File: src/verilog/sbc_pkg.sv
// Shared constants for the serial bus counter, clock-select and event request block.
// Assumes an 8-bit register port with 32-bit byte addresses, one word per register.
package sbc_pkg;
   // Register byte addresses.
   localparam logic [31:0] SBC_ADDR_IRQ_STATUS  = 32'hfffff3f0;
   localparam logic [31:0] SBC_ADDR_ACK_COUNT   = 32'hfffff3f4;
   localparam logic [31:0] SBC_ADDR_CLK_SEL     = 32'hfffff3f8;
   localparam logic [31:0] SBC_ADDR_FAST_CLK    = 32'hfffff3fc;
   localparam logic [31:0] SBC_ADDR_FRAME_COUNT = 32'hfffff3ec;
   localparam logic [31:0] SBC_ADDR_PENDING     = 32'hfffff3e8;

   // Interrupt status field positions.
   localparam int SBC_ISR_ERR    = 6;
   localparam int SBC_ISR_START  = 5;
   localparam int SBC_ISR_STATUS = 4;
   localparam int SBC_ISR_TRNS   = 3;
   localparam int SBC_ISR_FRAME  = 2;

   // Clock-select field positions and pending-register field positions.
   localparam int SBC_CLK_SEL_BIT   = 0;
   localparam int SBC_FAST_SEL_BIT  = 0;
   localparam int SBC_PEND_TX_BIT   = 0;
   localparam int SBC_PEND_RX_BIT   = 1;
   localparam int SBC_PEND_OVR_BIT  = 2;

   // Reset values and presets.
   localparam logic [7:0] SBC_REG_RESET     = 8'h00;
   localparam logic [7:0] SBC_FRAME_PRESET  = 8'h20;
   localparam logic [8:0] SBC_ACK_RESET     = 9'h001;
   localparam logic [7:0] SBC_READ_UNMAPPED = 8'h00;

   // Bus-timing divide multipliers relative to the 6 MHz base.
   localparam logic [1:0] SBC_MULT_STOP = 2'h0;
   localparam logic [1:0] SBC_MULT_6M   = 2'h1;
   localparam logic [1:0] SBC_MULT_12M  = 2'h2;
   localparam logic [1:0] SBC_MULT_18M  = 2'h3;

   // Main clock range selected by the two select bits.
   typedef enum logic [1:0] {SBC_RANGE_6M, SBC_RANGE_12M, SBC_RANGE_18M, SBC_RANGE_BAD} sbc_range_t;
endpackage

File: src/verilog/sbc_cnt_if.sv
// Interface between the top level and one preset-and-decrement byte counter.
// Assumes both ends run on sys_clk.
`timescale 1ns/1ns
interface sbc_cnt_if #(parameter int W = 8);
   logic         load;
   logic [W-1:0] load_val;
   logic         dec;
   logic [W-1:0] count;
   logic         zero_hit;

   modport ctl (output load, output load_val, output dec, input count, input zero_hit);
   modport cnt (input load, input load_val, input dec, output count, output zero_hit);
endinterface

File: src/verilog/sbc_down_counter.sv
// Preset-and-decrement byte counter with a pulse when it steps onto zero.
// Assumes load and dec come from logic on sys_clk; load beats dec.
`timescale 1ns/1ns
module sbc_down_counter #(
   parameter int         W         = 8,
   parameter logic [W-1:0] RESET_VAL = '0
) (
   input  wire logic sys_clk,
   input  wire logic sys_rst,
   sbc_cnt_if.cnt    bus
);
   logic [W-1:0] count_reg;
   logic [W-1:0] count_next;
   logic         at_one;

   // A count already at zero holds, so a stray decrement never wraps to all ones.
   assign at_one     = (count_reg == W'(1));
   assign count_next = bus.load ? bus.load_val :
                       ((bus.dec && count_reg != '0) ? count_reg - W'(1) : count_reg);
   assign bus.count    = count_reg;
   assign bus.zero_hit = bus.dec && !bus.load && at_one;

   // Count register.
   always_ff @(posedge sys_clk or posedge sys_rst) begin
      if (sys_rst) begin
         count_reg <= RESET_VAL;
      end else begin
         count_reg <= count_next;
      end
   end
endmodule

File: src/verilog/sbc_bus_timer.sv
// Bus-timing tick generator: one tick per BASE_DIV * mult main-clock cycles.
// Assumes mult is steady from logic on sys_clk; zero stops the tick.
`timescale 1ns/1ns
module sbc_bus_timer #(
   parameter int BASE_DIV = 6
) (
   input  wire logic       sys_clk,
   input  wire logic       sys_rst,
   input  wire logic [1:0] mult,
   output logic            tick
);
   logic [7:0] div_reg;
   logic [7:0] div_next;
   logic [7:0] limit;
   logic       wrap;

   // A faster main clock needs a longer divide so the bus bit time stays the same.
   assign limit    = 8'(BASE_DIV * int'(mult) - 1);
   assign wrap     = (mult != 2'h0) && (div_reg >= limit);
   assign div_next = (mult == 2'h0 || wrap) ? 8'h00 : div_reg + 8'h01;

   // Divider and registered tick.
   always_ff @(posedge sys_clk or posedge sys_rst) begin
      if (sys_rst) begin
         div_reg <= 8'h00;
         tick    <= 1'b0;
      end else begin
         div_reg <= div_next;
         tick    <= wrap;
      end
   end
endmodule

File: src/verilog/sbc_top.sv
// Byte counters, bus clock selection and event request gathering of the serial bus controller.
// Assumes event inputs come from the protocol engine on sys_clk as one-cycle pulses.
`timescale 1ns/1ns
module sbc_top
   import sbc_pkg::*;
#(
   parameter int BASE_DIV = 6
) (
   input  wire logic        sys_clk,
   input  wire logic        sys_rst,
   input  wire logic [31:0] reg_addr,
   input  wire logic [7:0]  reg_wdata,
   input  wire logic        reg_wr,
   input  wire logic        reg_rd,
   output logic      [7:0]  reg_rdata,
   input  wire logic        frame_start,
   input  wire logic [7:0]  telegraph_len,
   input  wire logic        byte_done,
   input  wire logic        byte_acked,
   input  wire logic        in_data_field,
   input  wire logic        timing_err,
   input  wire logic        parity_err,
   input  wire logic        nack_rx,
   input  wire logic        underrun_err,
   input  wire logic        master_req,
   input  wire logic        lost_contention,
   input  wire logic        addr_phase,
   input  wire logic        slave_req_hit,
   input  wire logic        control_field,
   input  wire logic        slave_status_req,
   input  wire logic        nack_sent_ctrl,
   input  wire logic        tx_to_shifter,
   input  wire logic        tx_last_byte,
   input  wire logic        rx_byte_ok,
   input  wire logic        data_reg_wr,
   input  wire logic        data_reg_rd,
   output logic             dma_request_line,
   output logic             vector_request_line,
   output logic             bus_tick,
   output logic             clock_cfg_bad,
   output logic             overrun_state
);
   sbc_cnt_if #(.W(8)) frame_bus ();
   sbc_cnt_if #(.W(9)) ack_bus ();

   logic [7:0] bus_clock_select_reg;
   logic [7:0] fast_clock_select_reg;
   logic [7:0] irq_status_reg;
   logic [7:0] irq_status_next;
   logic       tx_word_pending_reg;
   logic       rx_word_pending_reg;
   logic       overrun_reg;
   logic [7:0] rdata_reg;
   logic [7:0] rdata_next;

   // Address decode, one wire per register.
   wire hit_isr   = (reg_addr == SBC_ADDR_IRQ_STATUS);
   wire hit_ack   = (reg_addr == SBC_ADDR_ACK_COUNT);
   wire hit_clk   = (reg_addr == SBC_ADDR_CLK_SEL);
   wire hit_fast  = (reg_addr == SBC_ADDR_FAST_CLK);
   wire hit_frame = (reg_addr == SBC_ADDR_FRAME_COUNT);
   wire hit_pend  = (reg_addr == SBC_ADDR_PENDING);

   // Clock range from the two select bits.
   wire clock_select_low  = bus_clock_select_reg[SBC_CLK_SEL_BIT];
   wire clock_select_high = fast_clock_select_reg[SBC_FAST_SEL_BIT];
   sbc_range_t range;
   logic [1:0] mult;

   // The prohibited combination stops the tick rather than guess a rate.
   assign range = sbc_range_t'({clock_select_high, clock_select_low});
   always_comb begin
      mult = SBC_MULT_STOP;
      unique case (range)
         SBC_RANGE_6M:  mult = SBC_MULT_6M;
         SBC_RANGE_12M: mult = SBC_MULT_12M;
         SBC_RANGE_18M: mult = SBC_MULT_18M;
         SBC_RANGE_BAD: mult = SBC_MULT_STOP;
      endcase
   end
   assign clock_cfg_bad = (range == SBC_RANGE_BAD);

   sbc_bus_timer #(.BASE_DIV(BASE_DIV)) u_timer (
      .sys_clk (sys_clk),
      .sys_rst (sys_rst),
      .mult    (mult),
      .tick    (bus_tick)
   );

   // Frame counter: preset every frame, steps on every byte whatever its acknowledge.
   assign frame_bus.load     = frame_start;
   assign frame_bus.load_val = SBC_FRAME_PRESET;
   assign frame_bus.dec      = byte_done;

   // The success counter is nine bits wide so a length of 00H means 256 bytes.
   assign ack_bus.load     = frame_start;
   assign ack_bus.load_val = {telegraph_len == 8'h00, telegraph_len};
   assign ack_bus.dec      = byte_done && byte_acked && in_data_field;

   sbc_down_counter #(.W(8), .RESET_VAL(SBC_FRAME_PRESET)) u_frame_cnt (
      .sys_clk (sys_clk),
      .sys_rst (sys_rst),
      .bus     (frame_bus)
   );

   sbc_down_counter #(.W(9), .RESET_VAL(SBC_ACK_RESET)) u_ack_cnt (
      .sys_clk (sys_clk),
      .sys_rst (sys_rst),
      .bus     (ack_bus)
   );

   // Overrun: a good byte arrives while the previous one still waits for a read.
   wire overrun_entry = rx_byte_ok && rx_word_pending_reg && !data_reg_rd;
   wire rx_accept     = rx_byte_ok && !overrun_reg && !overrun_entry;

   // Event sources feeding the status flags.
   wire ev_err    = timing_err || parity_err || nack_rx || underrun_err || overrun_entry;
   wire ev_start  = addr_phase && ((master_req && lost_contention) ||
                                   (!master_req && slave_req_hit));
   wire ev_status = control_field && (slave_status_req || nack_sent_ctrl);
   wire ev_trns   = in_data_field && ack_bus.zero_hit;
   wire ev_frame  = frame_bus.zero_hit;

   wire [7:0] ev_vec = 8'(({7'h00, ev_err}    << SBC_ISR_ERR)    |
                          ({7'h00, ev_start}  << SBC_ISR_START)  |
                          ({7'h00, ev_status} << SBC_ISR_STATUS) |
                          ({7'h00, ev_trns}   << SBC_ISR_TRNS)   |
                          ({7'h00, ev_frame}  << SBC_ISR_FRAME));
   wire [7:0] isr_mask = ev_vec | 8'(8'h01 << SBC_ISR_ERR) | 8'(8'h01 << SBC_ISR_START) |
                         8'(8'h01 << SBC_ISR_STATUS) | 8'(8'h01 << SBC_ISR_TRNS) |
                         8'(8'h01 << SBC_ISR_FRAME);

   // Write-one-to-clear, and a new event in the same cycle keeps its bit set.
   wire [7:0] isr_clear = (reg_wr && hit_isr) ? reg_wdata : 8'h00;
   assign irq_status_next = ((irq_status_reg & ~isr_clear) | ev_vec) & isr_mask;

   // Status flags.
   always_ff @(posedge sys_clk or posedge sys_rst) begin
      if (sys_rst) begin
         irq_status_reg <= SBC_REG_RESET;
      end else begin
         irq_status_reg <= irq_status_next;
      end
   end

   // Pending data flags; the request edge beats the data-register access that clears it.
   wire tx_set  = tx_to_shifter && !tx_last_byte;
   wire rx_set  = rx_accept;
   wire tx_next = tx_set || (tx_word_pending_reg && !data_reg_wr);
   wire rx_next = rx_set || (rx_word_pending_reg && !data_reg_rd);
   wire ov_next = overrun_entry || (overrun_reg && !data_reg_rd);

   always_ff @(posedge sys_clk or posedge sys_rst) begin
      if (sys_rst) begin
         tx_word_pending_reg <= 1'b0;
         rx_word_pending_reg <= 1'b0;
         overrun_reg         <= 1'b0;
      end else begin
         tx_word_pending_reg <= tx_next;
         rx_word_pending_reg <= rx_next;
         overrun_reg         <= ov_next;
      end
   end

   // Clock-select registers keep only bit 0, so the unused bits can never read back set.
   always_ff @(posedge sys_clk or posedge sys_rst) begin
      if (sys_rst) begin
         bus_clock_select_reg  <= SBC_REG_RESET;
         fast_clock_select_reg <= SBC_REG_RESET;
      end else begin
         if (reg_wr && hit_clk) begin
            bus_clock_select_reg <= reg_wdata & 8'h01;
         end
         if (reg_wr && hit_fast) begin
            fast_clock_select_reg <= reg_wdata & 8'h01;
         end
      end
   end

   // Read mux; the counters are read-only and an unmapped address reads zero.
   wire [7:0] pend_vec = 8'(({7'h00, tx_word_pending_reg} << SBC_PEND_TX_BIT) |
                            ({7'h00, rx_word_pending_reg} << SBC_PEND_RX_BIT) |
                            ({7'h00, overrun_reg}         << SBC_PEND_OVR_BIT));
   assign rdata_next = !reg_rd   ? SBC_READ_UNMAPPED :
                       hit_isr   ? irq_status_reg :
                       hit_ack   ? ack_bus.count[7:0] :
                       hit_clk   ? bus_clock_select_reg :
                       hit_fast  ? fast_clock_select_reg :
                       hit_frame ? frame_bus.count :
                       hit_pend  ? pend_vec : SBC_READ_UNMAPPED;

   always_ff @(posedge sys_clk or posedge sys_rst) begin
      if (sys_rst) begin
         rdata_reg <= SBC_READ_UNMAPPED;
      end else begin
         rdata_reg <= rdata_next;
      end
   end

   // Request outputs.
   assign reg_rdata           = rdata_reg;
   assign dma_request_line    = tx_word_pending_reg || rx_word_pending_reg;
   assign vector_request_line = |irq_status_reg;
   assign overrun_state       = overrun_reg;
endmodule

File: config.mk
export PLATFORM = sky130hd
export DESIGN_NAME = sbc_top
export DESIGN_NICKNAME = d
export VERILOG_FILES = /design/src/verilog/sbc_pkg.sv /design/src/verilog/sbc_cnt_if.sv /design/src/verilog/sbc_down_counter.sv /design/src/verilog/sbc_bus_timer.sv /design/src/verilog/sbc_top.sv
export SDC_FILE = /design/constraint.sdc
export NUM_CORES = 1
export LEC_CHECK = 0
export BUFFER_PORTS_ARGS = -buffer_cell sky130_fd_sc_hd__buf_2
export CAP_MARGIN = 5
export CORE_MARGIN = 3
export CORE_UTILIZATION = 45
export DETAILED_ROUTE_END_ITERATION = 7
export GPL_TIMING_DRIVEN = 0
export PLACE_DENSITY = 0.7
export SLEW_MARGIN = 20
export SYNTH_ARGS = -nofsm -noshare
export SYNTH_HDL_FRONTEND = slang
export SYNTH_HIERARCHICAL = 1
export SYNTH_SLANG_ARGS = --single-unit
File: constraint.sdc
create_clock -name sys_clk -period 3 [get_ports sys_clk]
set_input_delay 0.6 -clock sys_clk [delete_from_list [all_inputs] [get_ports sys_clk]]
set_output_delay 0.6 -clock sys_clk [all_outputs]
set_load 0.02 [all_outputs]
==> summary.md, run 1 <==
| Metric | Value |
|---|---|
| Congestion Overflow GR | 0 |
| Leading cell type in the layout, fill and taps excluded | sky130_fd_sc_hd__buf_2 |
| Number of different library cells in the post-synthesis netlist | 68 |
| Critical path class | flop to flop |
| Sequential Area | 1104 um2 |
| Summed negative setup slack over all endpoints | 0 ns |
| Post-DP HPWL | 5668 um |
| Cell at the slowest stage of the critical path | sky130_fd_sc_hd__dfrtp_1 |
| Final Max Tran Viols | 0 |
| Internal power | 911.7 uW |
| Final-layout worst hold slack | 0.2941 ns |
| Worst Path Arrival | 2.75 ns |
| Tot GR Track Use | 0.1927 |
| Startpoint type of the worst setup path | flop |
| Area overhead of the layout relative to synthesis | 20.74% |
| Top fanout value on the critical path | 9 |
| Diode count | 0 |
| Count of flip-flops with a built-in enable after synthesis | 0 |
| Maximum number of pins on one net before global-route repair | 19 |
| Final period utilization | 0.8597 |
| Routability congestion estimate | 0.8332 |
| DR WL/cell | 14.83 um |
| Metal1 wirelength | 3211 um |
| Endpoints failing setup | 0 |
| Most used cell, CP | sky130_fd_sc_hd__ha_1 |
| Number of CTS-inserted buffers | 5 |
| Wire length of the first global-routing pass | 11640 um |
| Topmost layer with routed signal wires | met4 |
| Standby leakage power | 0.001654 uW |
| Instance count of the mapped netlist | 312 |
| Achievable Freq | 0.3877 GHz |
| Reported net switching power | 372.2 uW |
| Number of placement rows | 29 |
| Clock latency of the later-clocked register in the worst-skew pair | 0.29 ns |
| Power Density | 356.8 nW/um2 |
| Count of max-cap constraint violations | 0 |
| Largest vdd supply drop | 0.0001978 V |
| Die extent in y | 87.38 um |
| DR DRC count | 0 |
| Part of the power in the clock network | 0.304 |
| Root buffer cell | sky130_fd_sc_hd__clkbuf_8 |
| Switch share | 0.2899 |
| H-tree level count | 2 |
| Kind of capture point of the worst setup path | flop |
| Share of cells above drive strength 1 | 0.3047 |
| Remaining number of nets flagged by the antenna check after routing | 0 |
| Area of the mapped netlist | 2980 um2 |
| Number of buffers added on ports | 81 |
| Worst path required time | 3.17 ns |
| Initial antenna violation count | 0 |
| Number of global-route vias before repair | 2514 |
| Reg power frac | 0.526 |
| Post-cts repair resize count | 0 |
| I/O pin count | 85 |
| Horizontal die dimension | 87.38 um |
| Area of the core region | 6386 um2 |
| Sequential cell area fraction in the yosys report | 0.3703 |
| Clock slew seen by the registers of the worst setup and hold paths | 0.09 ns |
| Flip-flop count of the largest register, all copies and words added | 9 |
| Worst path max stage delay | 0.43 ns |
| Dominant synthesized flop cell | sky130_fd_sc_hd__dfrtp_1 |
| Total Die Area | 7635 um2 |
| Overall via count from detail_route | 2669 |
| RSZ-0062 raised after global routing | no |
| Met3 wirelength from detailed routing | 515 um |
| Sinks on Clock Net | 44 |
| Relative slew slack | 0.4932 |
| Multi-input gate area | 1739 um2 |
| Number of flip-flops and latches in the synthesized netlist | 44 |
| Postcts setup bufs | 0 |
| Drt first pass iters | 4 |
| Worst clock skew on the final layout | 0.005955 ns |
| Count of cells along the worst register-to-register path | 12 |
| HP Class | input port to async pin |
| Post-CTS Hold Buffers | 0 |
| Avg Cell Area, Syn | 9.552 um2 |
| Post-DR vias/cell | 5.514 |
| Result of the run | completed |
| Synth warnings | 6 |
| Critical Path, Cell by Cell | inv_1 -> ha_1 -> or2_2 -> inv_1 -> ha_1 -> xor2_1 -> ha_1 -> nand2_1 -> o21ai_1 -> a31o_1 -> buf_6 -> nor2b_1 |
| Commonest non-fill, non-tap cells in the layout | sky130_fd_sc_hd__buf_2, sky130_fd_sc_hd__dfrtp_1, sky130_fd_sc_hd__nand2_1 |
| Total detailed-routing wirelength | 7179 um |
| Max Buffers Root-to-Sink | 2 |
| Iteration-0 DRC count of the detailed router | 102 |
| Starting density of the core | 0.4667 |
| Min Tclk post-route | 2.579 ns |
| Final-layout fill cell count | 594 |
| Worst Tran Pin Value | 0.7582 ns |
| Combinational power share | 0.170 |
| Async S/R FF share, synth | 1.000 |
| R2r setup slk | 0.42 ns |
| CTS tree | yes |
| Met2 WL post-DR | 3423 um |
| # nets final | 497 |
| Hold Violations, Final | 0 |
kinds of logic (layout without fill, tap and decap cells):
group / count (synthesis) / count (layout) / synth area share
AO/OA/AOI/OAI: 67 / 67 / 0.1587
XOR/XNOR: 13 / 13 / 0.03820
adder cells (fa/ha/maj): 19 / 19 / 0.07977
buffers and inverters: 38 / 127 / 0.05373
flip-flops: 44 / 44 / 0.3703
multiplexers: 6 / 6 / 0.02183
other: 2 / 8 / 0.002520
AND/OR/NAND/NOR: 123 / 123 / 0.2750
cell usage after synthesis, drive strengths merged (3+ instances only):
cell,count,area (um2)
ha,19,237.7
dfrtp,42,1051
mux2,4,45.04
nor3b,5,47.54
o41ai,6,52.55
nand4,9,56.30
a22o,5,43.79
nor2,16,60.06
nor4,4,46.29
or3,3,18.77
nand3,9,45.04
a21oi,17,88.84
nand2,27,101.4
or4b,3,30.03
nor3,14,125.1
o21ai,12,60.06
and3,5,31.28
nand3b,5,37.54
buf,5,36.28
inv,26,97.59
or4,6,48.80
a31oi,3,18.77
clkbuf,6,22.52
xor2,6,52.55
xnor2,7,61.31
nor4b,8,103.8
power groups by stage:
stage | combinational, uW | clock [uW] | sequential (uW)
2_1_floorplan | 134 | 0 | 671
3_3_place_gp | 213 | 0 | 684
3_5_place_dp | 218 | 0 | 685
4_1_cts | 220 | 403 | 673
5_1_grt | 245 | 437 | 680
6_report | 219 | 391 | 675
layout make-up:
cell class,count,area share
inverter,27,0.02816
multi-input combinational,236,0.4833
buffer,11,0.01634
clock buffer,7,0.02399
tap,77,0.02677
timing repair buffer,81,0.1127
sequential,44,0.3067
clock inverter,1,0.002086
critical path: cells and delay by family (launching register included):
| kind | cells | cell delay (ns) |
|---|---|---|
| buffers and inverters | 3 | 0.31 |
| adder cells (fa/ha/maj) | 3 | 0.71 |
| AND/OR/NAND/NOR | 3 | 0.53 |
| AO/OA/AOI/OAI | 2 | 0.30 |
| flip-flops | 1 | 0.43 |
| XOR/XNOR | 1 | 0.15 |
per-layer routing:
layer,track usage,vias up
li1,-,1334
met1,0.2617,1242
met2,0.3192,91
met3,0.03595,2
met4,0.04184,0
met5,0,-
metrics by stage:
| stage | worst slack (ns) | area, um2 | cells | total power [uW] | util |
|---|---|---|---|---|---|
| 6_report | 0.4210 | 3598 | 484 | 1284 | 0.5635 |
| 5_1_grt | 0.2538 | 3598 | 484 | 1363 | 0.5635 |
| 4_1_cts | 0.4191 | 3598 | 484 | 1296 | 0.5635 |
| 3_5_place_dp | 0.4298 | 3505 | 476 | 903.4 | 0.5488 |
| 3_3_place_gp | 0.5004 | 3505 | 476 | 897.4 | 0.5488 |
| 2_1_floorplan | 0.6253 | 3003 | 318 | 805.0 | - |
final timing paths:
kind / to / start
worst max-delay path: u_timer/tick$_DFF_PP0_ / bus_clock_select_reg[0]$_DFFE_PP0P_
worst min-delay path: u_timer/tick$_DFF_PP0_ / sys_rst
worst max register to register: u_timer/tick$_DFF_PP0_ / bus_clock_select_reg[0]$_DFFE_PP0P_
worst min register to register: u_timer/div_reg[0]$_DFF_PP0_ / u_timer/div_reg[0]$_DFF_PP0_
max in group asynchronous: tx_word_pending_reg$_DFF_PP0_ / sys_rst
min in group sys_clk: tx_word_pending_reg$_DFF_PP0_ / tx_last_byte
Note: power is estimated with default switching activity, not from simulation.
==> run 2, diff against run 1 <==
--- a/config.mk
+++ b/config.mk
@@ -9,6 +9,7 @@
 export CAP_MARGIN = 5
 export CORE_MARGIN = 3
 export CORE_UTILIZATION = 45
+export CTS_BUF_LIST = sky130_fd_sc_hd__clkbuf_4 sky130_fd_sc_hd__clkbuf_8 sky130_fd_sc_hd__clkbuf_16
 export DETAILED_ROUTE_END_ITERATION = 7
 export GPL_TIMING_DRIVEN = 0
 export PLACE_DENSITY = 0.7
==> summary.md, run 2 (same netlist as run 1, synthesis figures left out) <==
| Metric | Value |
|---|---|
| Achievable Freq | 0.3880 GHz |
| Number of placement rows | 29 |
| Kind of capture point of the worst setup path | flop |
| Switch share | 0.2880 |
| Hold Violations, Final | 0 |
| M2 GR Usage | 0.3192 |
| Routability congestion estimate | 0.8332 |
| Remaining number of nets flagged by the antenna check after routing | 0 |
| DR DRC count | 0 |
| Starting density of the core | 0.4667 |
| Routing usage on met1 | 0.2617 |
| Standby leakage power | 0.001658 uW |
| Reg power frac | 0.522 |
| Clock slew seen by the registers of the worst setup and hold paths | 0.09 ns |
| Post-DP Area | 3505 um2 |
| Area of all placed cells without fillers | 3602 um2 |
| Tot GR Track Use | 0.1927 |
| Horizontal die dimension | 87.38 um |
| DR WL/cell | 14.77 um |
| Top fanout value on the critical path | 9 |
| Area overhead of the layout relative to synthesis | 20.86% |
| Worst path max stage delay | 0.43 ns |
| Met3 track demand over resource | 0.03595 |
| Count of cells along the worst register-to-register path | 12 |
| Final Max Tran Viols | 0 |
| Post-DP HPWL | 5668 um |
| Number of buffers added on ports | 81 |
| R2r setup slk | 0.42 ns |
| Reported net switching power | 372.5 uW |
| Min Tclk post-route | 2.577 ns |
| Worst clock skew on the final layout | 0.005875 ns |
| Max Buffers Root-to-Sink | 2 |
| Root buffer cell | sky130_fd_sc_hd__clkbuf_8 |
| Critical path class | flop to flop |
| Endpoints failing setup | 0 |
| I/O pin count | 85 |
| Post-DR vias/cell | 5.492 |
| Initial antenna violation count | 0 |
| Congestion Overflow GR | 0 |
| Diode count | 0 |
| Post-CTS Hold Buffers | 0 |
| Sequential Area | 1104 um2 |
| Total detailed-routing wirelength | 7149 um |
| Maximum number of pins on one net before global-route repair | 19 |
| Critical Path, Cell by Cell | inv_1 -> ha_1 -> or2_2 -> inv_1 -> ha_1 -> xor2_1 -> ha_1 -> nand2_1 -> o21ai_1 -> a31o_1 -> buf_6 -> nor2b_1 |
| Internal power | 920.7 uW |
| Cell at the slowest stage of the critical path | sky130_fd_sc_hd__dfrtp_1 |
| Area of the core region | 6386 um2 |
| Count of max-cap constraint violations | 0 |
| Flip-flop count of the largest register, all copies and words added | 9 |
| Wire length of the first global-routing pass | 11640 um |
| Multi-input gate area | 1739 um2 |
| Power Density | 359.0 nW/um2 |
| Sinks on Clock Net | 44 |
| CTS tree | yes |
| Largest vdd supply drop | 0.0001867 V |
| Peak-usage layer in the global routing report | met2 |
| Share of cells above drive strength 1 | 0.3071 |
| Iteration-0 DRC count of the detailed router | 125 |
| Total Die Area | 7635 um2 |
| Leading cell type in the layout, fill and taps excluded | sky130_fd_sc_hd__buf_2 |
| # nets final | 497 |
| Commonest non-fill, non-tap cells in the layout | sky130_fd_sc_hd__buf_2, sky130_fd_sc_hd__dfrtp_1, sky130_fd_sc_hd__nand2_1 |
| Drt first pass iters | 4 |
| Final period utilization | 0.8591 |
| Overall via count from detail_route | 2658 |
| Die extent in y | 87.38 um |
| Summed negative setup slack over all endpoints | 0 ns |
| Worst r2r dst | u_timer/tick$_DFF_PP0_ |
| Worst Tran Pin Value | 0.7730 ns |
| HP Class | input port to async pin |
| Post-cts repair resize count | 0 |
| Number of CTS-inserted buffers | 5 |
| Part of the power in the clock network | 0.310 |
| Clock latency of the later-clocked register in the worst-skew pair | 0.29 ns |
| Startpoint type of the worst setup path | flop |
| Result of the run | completed |
| Worst path required time | 3.17 ns |
| Most used cell, CP | sky130_fd_sc_hd__ha_1 |
| Final-layout fill cell count | 595 |
| Number of global-route vias before repair | 2512 |
| H-tree level count | 2 |
| Combinational power share | 0.169 |
| Worst Path Arrival | 2.74 ns |
| RSZ-0062 raised after global routing | no |
| Postcts setup bufs | 0 |
| Relative slew slack | 0.4833 |
| Origin of the critical flop-to-flop path | bus_clock_select_reg[0]$_DFFE_PP0P_ |
## run 2: cell types whose count changed in the layout (fill, tap and decap cells not counted)
cell                       previous run  this run
sky130_fd_sc_hd__clkbuf_4             0         1
sky130_fd_sc_hd__clkbuf_1             7         6
## run 2: how the worst max path moves through the flow
stage	startpoint	slack (ns)	to	depth (start not counted)
global route	bus_clock_select_reg[0]$_DFFE_PP0P_	0.25	u_timer/tick$_DFF_PP0_	12
CTS	bus_clock_select_reg[0]$_DFFE_PP0P_	0.42	u_timer/tick$_DFF_PP0_	12
floorplan	bus_clock_select_reg[0]$_DFFE_PP0P_	0.63	u_timer/tick$_DFF_PP0_	12
finish	bus_clock_select_reg[0]$_DFFE_PP0P_	0.42	u_timer/tick$_DFF_PP0_	12
global placement	bus_clock_select_reg[0]$_DFFE_PP0P_	0.50	u_timer/tick$_DFF_PP0_	12
detailed placement	bus_clock_select_reg[0]$_DFFE_PP0P_	0.43	u_timer/tick$_DFF_PP0_	12
## run 2: metal layers
metal / routed length [um] / up-vias
li1: - / 1334
met1: 3167 / 1229
met2: 3400 / 90
met3: 541 / 5
met4: 39 / 0
met5: 0 / -
## run 2: critical path: cells and delay by family (launching register included)
kind | cells | cell delay, ns
and+or+nand+nor | 3 | 0.53
adders and majority gates | 3 | 0.71
xor gates and xnor gates | 1 | 0.15
buffers and inverters | 3 | 0.31
AOI/OAI and AO/OA | 2 | 0.30
DFF | 1 | 0.43
## run 2: power by group through the flow
stage          clock (uW)  sequential, uW  combinational [uW]
2_1_floorplan           0             671                 134
4_1_cts               411             673                 220
3_5_place_dp            0             685                 218
3_3_place_gp            0             684                 213
5_1_grt               447             680                 245
6_report              400             674                 218
## run 2: cell type report
type / count / share of cell area
Buffer: 11 / 0.01633
Tap cell: 77 / 0.02675
Inverter: 27 / 0.02813
Sequential cell: 44 / 0.3064
Multi-Input combinational cell: 236 / 0.4828
Timing Repair Buffer: 81 / 0.1125
Clock buffer: 7 / 0.02501
Clock inverter: 1 / 0.002084
## run 2: through the flow
step | total power, uW | std cells | util | setup WS [ns] | hold WS [ns]
after floorplan | 805.0 | 318 | - | 0.6253 | 0.4149
after global placement | 897.4 | 476 | 0.5488 | 0.5004 | 0.4822
after detailed placement | 903.4 | 476 | 0.5488 | 0.4298 | 0.4869
after CTS | 1304 | 484 | 0.5641 | 0.4191 | 0.2949
after global routing | 1372 | 484 | 0.5641 | 0.2538 | 0.3246
final | 1293 | 484 | 0.5641 | 0.4228 | 0.2925
